[src/hdl/psf_pkg.sv]
package psf_pkg;

	////////////////////////////////////////////////////////////////////////
	// clock and time base
	localparam int PSF_CLK_NS   = 50;
	localparam int PSF_TICK_US  = 1000;
	localparam int PSF_TICK_CYC = PSF_TICK_US * 1000 / PSF_CLK_NS;

	////////////////////////////////////////////////////////////////////////
	// intervals in ms and in time base ticks
	localparam int PSF_FLT_MS   = 32;
	localparam int PSF_SURGE_MS = 128;
	localparam int PSF_SAG_MS   = 32;
	localparam int PSF_RETRY_MS = 128;
	localparam int PSF_REARM_MS = 128;
	localparam int PSF_RAMP_MS  = 15;

	localparam logic [7:0] PSF_FLT_TICKS   = 8'(PSF_FLT_MS * 1000 / PSF_TICK_US);
	localparam logic [7:0] PSF_SURGE_TICKS = 8'(PSF_SURGE_MS * 1000 / PSF_TICK_US);
	localparam logic [7:0] PSF_SAG_TICKS   = 8'(PSF_SAG_MS * 1000 / PSF_TICK_US);
	localparam logic [7:0] PSF_RETRY_TICKS = 8'(PSF_RETRY_MS * 1000 / PSF_TICK_US);
	localparam logic [7:0] PSF_REARM_TICKS = 8'(PSF_REARM_MS * 1000 / PSF_TICK_US);
	localparam logic [3:0] PSF_RAMP_MAX    = 4'(PSF_RAMP_MS * 1000 / PSF_TICK_US);

	////////////////////////////////////////////////////////////////////////
	// register map
	localparam logic [7:0] PSF_CTRL_OFS   = 8'h00;
	localparam logic [7:0] PSF_STAT_OFS   = 8'h04;
	localparam int         PSF_CTRL_SURGE = 0;
	localparam int         PSF_CTRL_ENHI  = 1;
	localparam logic       PSF_SURGE_RST  = 1'h0;
	localparam logic       PSF_ENHI_RST   = 1'h1;

	typedef enum logic [1:0] {PSF_REG_CTRL, PSF_REG_STAT, PSF_REG_NONE} psf_reg_t;

	typedef enum logic [2:0] {PSF_OFF, PSF_RAMP, PSF_ON, PSF_SAG_OFF, PSF_HOT} psf_sw_t;

	typedef struct packed {
		logic enable;
		logic over_pri;
		logic over_sec;
		logic hot;
		logic cool;
		logic lockout;
		logic sag;
		logic fault_line;
	} psf_flags_t;

	typedef struct packed {
		psf_flags_t  s1;
		psf_flags_t  s2;
		logic [14:0] pre;
		logic        tick;
		logic        surge_en;
		logic        en_high;
		psf_sw_t     st;
		logic        hot;
		logic [7:0]  sag_cnt;
		logic [3:0]  ramp;
		logic [3:0]  gate;
		logic        armed;
		logic        win;
		logic [7:0]  win_cnt;
		logic        lim;
		logic        fault;
		logic [7:0]  flt_cnt;
		logic [31:0] rdata;
	} psf_state_t;

	localparam psf_state_t PSF_STATE_RST = '{
		surge_en: PSF_SURGE_RST,
		en_high:  PSF_ENHI_RST,
		st:       PSF_OFF,
		armed:    1'h1,
		s1:       8'h01,
		s2:       8'h01,
		default:  '0
	};

endpackage : psf_pkg

[src/hdl/psf_switch_seq.sv]
`timescale 1ns/100ps
// Functional notes
// - fault low on limiting or thermal shutdown
// - plain variant: assert after 32 ms
// - plain variant: release 32 ms after clear
// - surge variant: assert at window end
// - surge variant: only if still over limit
// - surge variant: release 128 ms after clear
// - surge window: secondary limit only
// - window end: back to primary limit
// - plain variant: primary limit at once
// - limiting lasts while overload persists
// - lockout: switch off, functions inert
// - sag monitor only while switched on
// - sag for 32 ms turns switch off
// - switch back on after 128 ms
// - sag retry repeats while sag recurs
// - enable turns on, polarity selectable
// - turn on through soft-start ramp
// - over-temperature: off and fault
// - resume when cool, cycle while hot
// - fault delay between 20 and 49 ms
// - re-arm window after 128 ms unlimited
module psf_switch_seq
	import psf_pkg::*;
#(
	parameter int TICK_CYCLES = PSF_TICK_CYC
) (
	input  wire logic        i_clk,
	input  wire logic        i_arst_n,
	input  wire logic        i_psel,
	input  wire logic        i_penable,
	input  wire logic        i_pwrite,
	input  wire logic [7:0]  i_paddr,
	input  wire logic [31:0] i_pwdata,
	output logic      [31:0] o_prdata,
	output logic             o_pready,
	output logic             o_pslverr,
	input  wire logic        i_enable,
	input  wire logic        i_over_pri,
	input  wire logic        i_over_sec,
	input  wire logic        i_hot,
	input  wire logic        i_cool,
	input  wire logic        i_supply_lockout,
	input  wire logic        i_input_sag_monitor,
	input  wire logic        i_fault_n_i,
	output logic             o_fault_n_o,
	output logic             o_fault_n_oe,
	output logic             o_switch_on,
	output logic      [3:0]  o_gate_level,
	output logic             o_limit_sec,
	output logic             o_limit_act
);

	////////////////////////////////////////////////////////////////////////
	// state

	psf_state_t q;
	psf_state_t d;
	psf_flags_t s;
	logic       en_req;
	logic       on_d;
	logic       cond;
	logic [7:0] thr;
	psf_reg_t   rsel;

	function automatic psf_reg_t psf_decode(input logic [7:0] a);
		psf_reg_t r;
		r = PSF_REG_NONE;
		if (a == PSF_CTRL_OFS) begin
			r = PSF_REG_CTRL;
		end else if (a == PSF_STAT_OFS) begin
			r = PSF_REG_STAT;
		end
		return r;
	endfunction : psf_decode

	assign rsel = psf_decode(i_paddr);
	assign s    = q.s2;

	////////////////////////////////////////////////////////////////////////
	// next state

	always_comb begin
		d = q;
		thr = 8'h00;
		// only s2 looks at the pins' first stage
		d.s1 = '{i_enable, i_over_pri, i_over_sec, i_hot, i_cool,
			i_supply_lockout, i_input_sag_monitor, i_fault_n_i};
		d.s2 = q.s1;

		// slow time base, 1 ms per tick
		d.tick = (q.pre == 15'(TICK_CYCLES - 1));
		d.pre  = d.tick ? 15'h0000 : q.pre + 15'h0001;

		en_req = (s.enable == q.en_high) && !s.lockout;

		// thermal hysteresis, the comparators carry the 145/135 points
		if (s.lockout) begin
			d.hot = 1'b0;
		end else if (s.hot) begin
			d.hot = 1'b1;
		end else if (s.cool) begin
			d.hot = 1'b0;
		end

		// switch sequencing
		case (q.st)
			PSF_OFF: begin
				d.sag_cnt = 8'h00;
				if (en_req && !q.hot) begin
					d.st   = PSF_RAMP;
					d.ramp = 4'h0;
				end
			end
			PSF_RAMP, PSF_ON: begin
				if (q.st == PSF_RAMP && q.tick) begin
					d.ramp = q.ramp + 4'h1;
					if (q.ramp == PSF_RAMP_MAX - 4'h1) begin
						d.st = PSF_ON;
					end
				end
				// sag monitor is only looked at while switched on
				if (!s.sag) begin
					d.sag_cnt = 8'h00;
				end else if (q.tick) begin
					d.sag_cnt = q.sag_cnt + 8'h01;
				end
				if (!en_req) begin
					d.st = PSF_OFF;
				end else if (q.hot) begin
					d.st = PSF_HOT;
				end else if (q.sag_cnt == PSF_SAG_TICKS) begin
					d.st      = PSF_SAG_OFF;
					d.sag_cnt = 8'h00;
				end
			end
			PSF_SAG_OFF: begin
				if (q.tick) begin
					d.sag_cnt = q.sag_cnt + 8'h01;
				end
				if (!en_req) begin
					d.st = PSF_OFF;
				end else if (q.hot) begin
					d.st = PSF_HOT;
				end else if (q.sag_cnt == PSF_RETRY_TICKS) begin
					d.st      = PSF_RAMP;
					d.ramp    = 4'h0;
					d.sag_cnt = 8'h00;
				end
			end
			PSF_HOT: begin
				d.sag_cnt = 8'h00;
				if (!en_req) begin
					d.st = PSF_OFF;
				end else if (!q.hot) begin
					d.st   = PSF_RAMP;
					d.ramp = 4'h0;
				end
			end
			default: begin
				d.st = PSF_OFF;
			end
		endcase

		on_d = (d.st == PSF_RAMP) || (d.st == PSF_ON);
		case (d.st)
			PSF_RAMP: d.gate = d.ramp;
			PSF_ON:   d.gate = PSF_RAMP_MAX;
			default:  d.gate = 4'h0;
		endcase

		// surge window: opens on first primary overload while armed
		if (!q.surge_en || !on_d) begin
			d.win     = 1'b0;
			d.armed   = 1'b1;
			d.win_cnt = 8'h00;
		end else if (q.win) begin
			if (q.tick) begin
				d.win_cnt = q.win_cnt + 8'h01;
			end
			if (q.win_cnt == PSF_SURGE_TICKS) begin
				d.win     = 1'b0;
				d.win_cnt = 8'h00;
			end
		end else if (q.armed) begin
			if (s.over_pri) begin
				d.win     = 1'b1;
				d.armed   = 1'b0;
				d.win_cnt = 8'h00;
			end
		end else begin
			// re-arm only after a quiet stretch out of limiting
			if (s.over_pri) begin
				d.win_cnt = 8'h00;
			end else if (q.tick) begin
				d.win_cnt = q.win_cnt + 8'h01;
			end
			if (q.win_cnt == PSF_REARM_TICKS) begin
				d.armed   = 1'b1;
				d.win_cnt = 8'h00;
			end
		end

		// clamp follows the comparator, so it ends with the overload
		d.lim = on_d && (d.win ? s.over_sec : s.over_pri);

		// fault filter; surge variant already waited out the window
		cond = (q.lim && !q.win) || q.hot;
		if (q.fault) begin
			thr = q.surge_en ? PSF_SURGE_TICKS : PSF_FLT_TICKS;
		end else begin
			thr = q.surge_en ? 8'h00 : PSF_FLT_TICKS;
		end
		if (s.lockout) begin
			d.fault   = 1'b0;
			d.flt_cnt = 8'h00;
		end else if (cond == q.fault) begin
			d.flt_cnt = 8'h00;
		end else if (q.flt_cnt >= thr) begin
			d.fault   = cond;
			d.flt_cnt = 8'h00;
		end else if (q.tick) begin
			d.flt_cnt = q.flt_cnt + 8'h01;
		end

		// apb: write in access phase, read data latched in setup
		if (i_psel && i_penable && i_pwrite && rsel == PSF_REG_CTRL) begin
			d.surge_en = i_pwdata[PSF_CTRL_SURGE];
			d.en_high  = i_pwdata[PSF_CTRL_ENHI];
		end
		if (i_psel && !i_penable) begin
			d.rdata = 32'h0000_0000;
			case (rsel)
				PSF_REG_CTRL: begin
					d.rdata[PSF_CTRL_SURGE] = q.surge_en;
					d.rdata[PSF_CTRL_ENHI]  = q.en_high;
				end
				PSF_REG_STAT: begin
					d.rdata[15:0] = {1'b0, q.st, q.gate, !s.fault_line,
						s.lockout, q.lim, q.win, q.hot, q.fault,
						(q.st == PSF_SAG_OFF), (q.st == PSF_ON)};
				end
				default: d.rdata = 32'h0000_0000;
			endcase
		end
	end

	always_ff @(posedge i_clk or negedge i_arst_n) begin
		if (!i_arst_n) begin
			q <= PSF_STATE_RST;
		end else begin
			q <= d;
		end
	end

	////////////////////////////////////////////////////////////////////////
	// outputs

	assign o_prdata     = q.rdata;
	assign o_pready     = 1'b1;
	assign o_pslverr    = i_psel && i_penable && (rsel == PSF_REG_NONE);
	// open drain: pull-up and wired-or belong to the board
	assign o_fault_n_o  = 1'b0;
	assign o_fault_n_oe = q.fault;
	assign o_switch_on  = (q.st == PSF_RAMP) || (q.st == PSF_ON);
	assign o_gate_level = q.gate;
	assign o_limit_sec  = q.win;
	assign o_limit_act  = q.lim;
endmodule : psf_switch_seq

[config.mk]
export PLATFORM = sky130hd
export DESIGN_NAME = psf_switch_seq
export DESIGN_NICKNAME = d
export VERILOG_FILES = /design/src/hdl/psf_pkg.sv /design/src/hdl/psf_switch_seq.sv
export SDC_FILE = /design/constraint.sdc
export NUM_CORES = 1
export LEC_CHECK = 0
export ABC_AREA = 1
export ABC_CLOCK_PERIOD_IN_PS = 3900
export BUFFER_PORTS_ARGS = -buffer_cell sky130_fd_sc_hd__buf_4
export CAP_MARGIN = 10
export CORE_MARGIN = 1.5
export CORE_UTILIZATION = 55
export DETAILED_ROUTE_END_ITERATION = 12
export PLACE_DENSITY = 0.85
export SYNTH_ARGS = -nofsm -noshare
export SYNTH_HDL_FRONTEND = slang
export SYNTH_SLANG_ARGS = --single-unit
[constraint.sdc]
create_clock -name i_clk -period 3.9 [get_ports i_clk]
set_input_delay 0.195 -clock i_clk [delete_from_list [all_inputs] [get_ports i_clk]]
set_output_delay 0.195 -clock i_clk [all_outputs]
set_load 0.05 [all_outputs]
# Word level (Yosys, flattened, before mapping)
# Index checks and enable logic that the tools add are counted.
# word_totals
ff_bits	90
in_bits	53
output_inout_bits	43
elab_cells	143
# classes
addsub	5
n_lt_le_gt_ge	1
n_eq_ne	19
muxes	56
n_reduce_logical	30
# ops
operator	count
$mux 8	14
$pmux 12 s4	1
$mux 12	3
$mux 3	11
$mux 9	3
$add 8x1->8 const B	3
$mux 10	2
$eq 8x8->1 const B	2
$mux 4	4
$add 15x1->15 const B	1
$eq 15x15->1 const B	1
$mux 15	1
$mux 13	1
$pmux 3 s4	1
$logic_and 1x1->1	10
$mux 1	10
$eq 3x2->1 const B	3
$eq 8x3->1 const B	1
$eq 8x6->1 const B	1
$ge 8x8->1	1
$logic_not 8->1	1
$pmux 4 s2	1
$reduce_bool 4->1	2
$logic_not 1->1	7
20 further kinds	26

# Depth between registers and ports, before layout
# depth
word_depth	14
mapped_depth	16
mapped_depth_nobuf	16

# Worst setup path after synthesis
# No wires, ideal clock.
# synth_path
kind	register to register
start	register q (netlist bit o_limit_sec)
end	register q[36] (netlist name)
setup_ns	0.119
arrival_time_ns	1.862
required_ns	3.781
slack_ns	1.919
stages_incl_launch_ff	8
n_path_buf	0
path_cell_list	dfrtp_1 > inv_1 > a21oi_1 > xor2_1 > nand3_1 > nor2_1 > nor3_1 > o21a_1
# synth_between
elab_chain_cells	6
elab_cells_between_ends	7
# synth_rtl
item	line_no	rtl
from (decl)	psf_switch_seq.sv:58	psf_state_t q;
from (signal assigned)	psf_switch_seq.sv:251	q <= PSF_STATE_RST;
from (signal assigned)	psf_switch_seq.sv:253	q <= d;
$logic_not 1->1 (*)	psf_switch_seq.sv:209	cond = (q.lim && !q.win) || q.hot;
$logic_and 1x1->1 (*)	psf_switch_seq.sv:209	
$logic_or 1x1->1 (*)	psf_switch_seq.sv:209	
$eq 1x1->1 (*)	psf_switch_seq.sv:218	end else if (cond == q.fault) begin
$mux 8	psf_switch_seq.sv:218	
$mux 9	psf_switch_seq.sv:215	if (s.lockout) begin
# Mark *: on every way between the ends. The rest lies on a longest branch, timed or not.
# A chain may end at the register's enable or synchronous reset.

# Worst setup path after layout
# layout_path
start	register q[73] (netlist name)
end	register q[36] (netlist name)
# layout_between
elab_chain_cells	6
elab_cells_between_ends	8
# layout_rtl
item	line_no	rtl
$mux 6 or $mux 8 (tied branches)	psf_switch_seq.sv:213, psf_switch_seq.sv:211	
$mux 8 (*)	psf_switch_seq.sv:210	if (q.fault) begin
$ge 8x8->1 (*)	psf_switch_seq.sv:220	end else if (q.flt_cnt >= thr) begin
$mux 8	psf_switch_seq.sv:220	
$mux 8	psf_switch_seq.sv:218	
$mux 9	psf_switch_seq.sv:215	
# Marked as above.

==> metrics.md <==
| Metric | Value |
|---|---|
| Outcome | completed |
| Total power draw | 1.75 mW |
| Filler instances | 613 |
| TritonCTS buffer count | 9 |
| DR pass1 iterations | 4 |
| Die width | 93.5 um |
| Area leader, netlist | dfrtp_1 |
| Vias/cell | 5.28 |
| Clock Latency Late Sink | around 0.36 ns |
| Final HPWL from detailed placement | roughly 6400 um |
| CTS tree | done |
| GP Congestion | 0.893 |
| Core Box Area | 0.00781 mm2 |
| Final period util | 58.2% |
| Clock power share | a little under two fifths |
| FMAX | 441 MHz |
| CTS root buf | clkbuf_8 |
| Drt wl/cell | 12.9 um |
| Required @ worst endpoint | 4.16 ns |
| #FFs+latches synth | 89 |
| CTS resizes | 0 |
| Post-CTS Setup Bufs | 0 |
| Max cap viols | 0 |
| Clock transition at path regs | 0.10 ns |
| Type of the worst setup path | register to register |
| Switching portion of total power | 26.8% |
| PwrDens | 348 mW/mm2 |
| I/O pin count | between 90 and 100 |
| Initial antenna violation count | 0 |
| Total wire length | between 8000 and 9000 um |
| Clock Tree Buf Depth | 2 |
| Full die area | 0.00873 mm2 |
| First-pass GRT wire length | 14900 um |
| Port bufs | 46 |
| Synthesis-to-finish area growth | 12.1% |
| Total clock sinks | 89 |
| Leakage power total | 2.48 nW |
| Cell Int Power | 1.28 mW |
| Warnings from Yosys | 0 |
| Gr ovfl total | 0 |
| Slew headroom | 44.9% |
| Critical Path Source Type | register |
| # rows | 32 |
| Worst vdd ir | 0.000170 V |
| Initial Utilization | 57.6% |
| WP data arrival | ~2.5 ns |
| Vias in the first global route | between 3000 and 4000 |
| Worst hold-check path type | primary input to register |
| First DRT Iteration DRCs | about 150 |
| Fin. Hold Viols | 0 |
| Max Slew Vio Count | 0 |
| Most frequent cells in the layout | nand2_1, dfrtp_1, inv_1 |
| Syn_area_per_cell | 8.67 um2 |
| GRT Overall Usage | between 20 and 25% |
| Count of cell types in the netlist | 41 |
| Syn Inst Count | just over 500 |
| Pin count of the biggest net entering global routing | 55 |
| Ratio of cells with drive above 1 in the final layout | 16.4% |
| H-tree lvl count | 3 |
| Post-synth top area share | 47.3% |
| Setup_tns | 0 ns |
| Final nets | 626 |
| Flop-to-flop setup slack | roughly 1.6 ns |
| Ant diodes | 0 |
| Setup violations, final | 0 |
| Comb pwr share | 8.5% |
| Post-Route Skew | 0.0140 ns |
| Sequential area share after synthesis | 49.6% |
| Sequential power share | 53.8% |
| Max FO, Critical Path | 7 |
| Hold buffers post-CTS | 9 |
| Vias | 3530 |
| Post-route ant nets | 0 |
| Unrepaired setup endpoints after global routing | false |
| Most common cell after layout, fill and taps aside | nand2_1 |
| Netlist Area Pre-Place | 0.00450 mm2 |
| Synth area leaders | dfrtp_1, nand2_1, buf_4, inv_1, nor2_1 |
| Die Y-Extent | 93.5 um |
| Psw | 0.470 mW |
| Slew @ Worst Pin | 0.824 ns |
| Tmin final | 2.27 ns |
| Drt drc | 0 |
| Setup crit end kind | register |
layout make-up:
class	count	area [um2]	area share, %
flip-flops and latches	89	2230	44.2
multi-input cells	336	1770	35.1
repair buffers	56	443	8.78
inverters	70	263	5.21
well taps	102	128	2.53
clock buffers	9	124	2.45
clock inverters	7	83.8	1.66
critical path, stage by stage (launching register included):
cell and delay, ns:
dfrtp_1 0.54, inv_1 0.08, ha_1 0.27, nand4_1 0.09
nand3_1 0.09, a21oi_1 0.18, nand3_1 0.25, nor2_1 0.37
nor3_1 0.11, o21a_1 0.18
kinds of logic (layout without fill, tap and decap cells):
| kind of cell | after synthesis | in the layout | share of synthesized area [%] |
|---|---|---|---|
| buffers and inverters | 111 | 142 | 12.4 |
| adder cells (fa/ha/maj) | 11 | 11 | 3.06 |
| other | 2 | 19 | 0.167 |
| flip-flops | 89 | 89 | 49.6 |
| multiplexers | 2 | 2 | 0.500 |
| XOR/XNOR | 15 | 15 | 2.92 |
| AO/OA/AOI/OAI | 63 | 63 | 8.37 |
| AND/OR/NAND/NOR | 226 | 226 | 23.0 |
power by group through the flow:
stage / sequential [mW] / clock [mW] / combinational (mW)
global route: 0.945 / 0.724 / 0.162
floorplan: 0.962 / 0 / 0.106
detailed placement: 0.962 / 0 / 0.142
finish: 0.944 / 0.661 / 0.149
global placement: 0.961 / 0 / 0.138
CTS: 0.944 / 0.671 / 0.150
metal layers:
metal	wire, um	global-route usage (%)	vias to the layer above
li1	-	-	1725
met2	4470	37.4	103
met4	141	7.83	0
met3	446	3.74	13
met5	0	0	-
met1	3600	26.5	1689
cells in the mapped netlist:
cell type,instances
o211ai_1,1
o21bai_1,1
nor2_2,3
nor4_1,7
nand2_1,91
ha_1,11
dfstp_2,4
nand3_1,28
o41ai_1,2
or3_1,1
nor2_1,55
buf_4,38
o2111ai_1,1
inv_2,8
conb_1,2
xor2_1,14
nand3b_1,1
nand2_2,2
a21oi_1,17
a211oi_1,4
xnor2_1,1
mux2_2,2
nand4_1,12
nor3_2,2
clkbuf_1,3
o31ai_1,8
a31o_2,1
nand3_2,2
nor2_8,1
o21a_1,2
o21ai_1,7
a31oi_1,1
or2_2,2
o22ai_1,1
nand2_4,2
o21ai_0,16
nor3_1,16
inv_1,62
a21oi_2,1
dfrtp_1,85
and2_1,1
sequential cells by signal, summed over array words and instances, names as in the netlist:
name / count
d: 8
o_fault_n_oe: 1
o_gate_level: 4
o_limit_act: 1
o_limit_sec: 1
o_prdata: 15
q: 59
metrics by stage:
stage	hold WS [ns]	std cells	cell area [um2]	util [%]	worst slack (ns)
3_5_place_dp	0.267	644	4750	60.8	1.64
4_1_cts	0.0671	669	5050	64.6	1.62
6_report	0.0724	669	5050	64.6	1.63
5_1_grt	0.0652	669	5050	64.6	1.38
3_3_place_gp	0.257	644	4750	60.8	1.78
2_1_floorplan	-0.101	536	4560	-	1.92
worst paths after layout:
check | startpoint | to | cells past startpoint
max | q[73] | q[36] | 9
min reg2reg | d[91] | q[91] | 0
min in group asynchronous | i_arst_n | o_prdata[7] | 2
max reg2reg | q[73] | q[36] | 9
min | i_pwdata[0] | q[73] | 2
max in group asynchronous | i_arst_n | q[60] | 3
(Power assumes the default switching activity.)
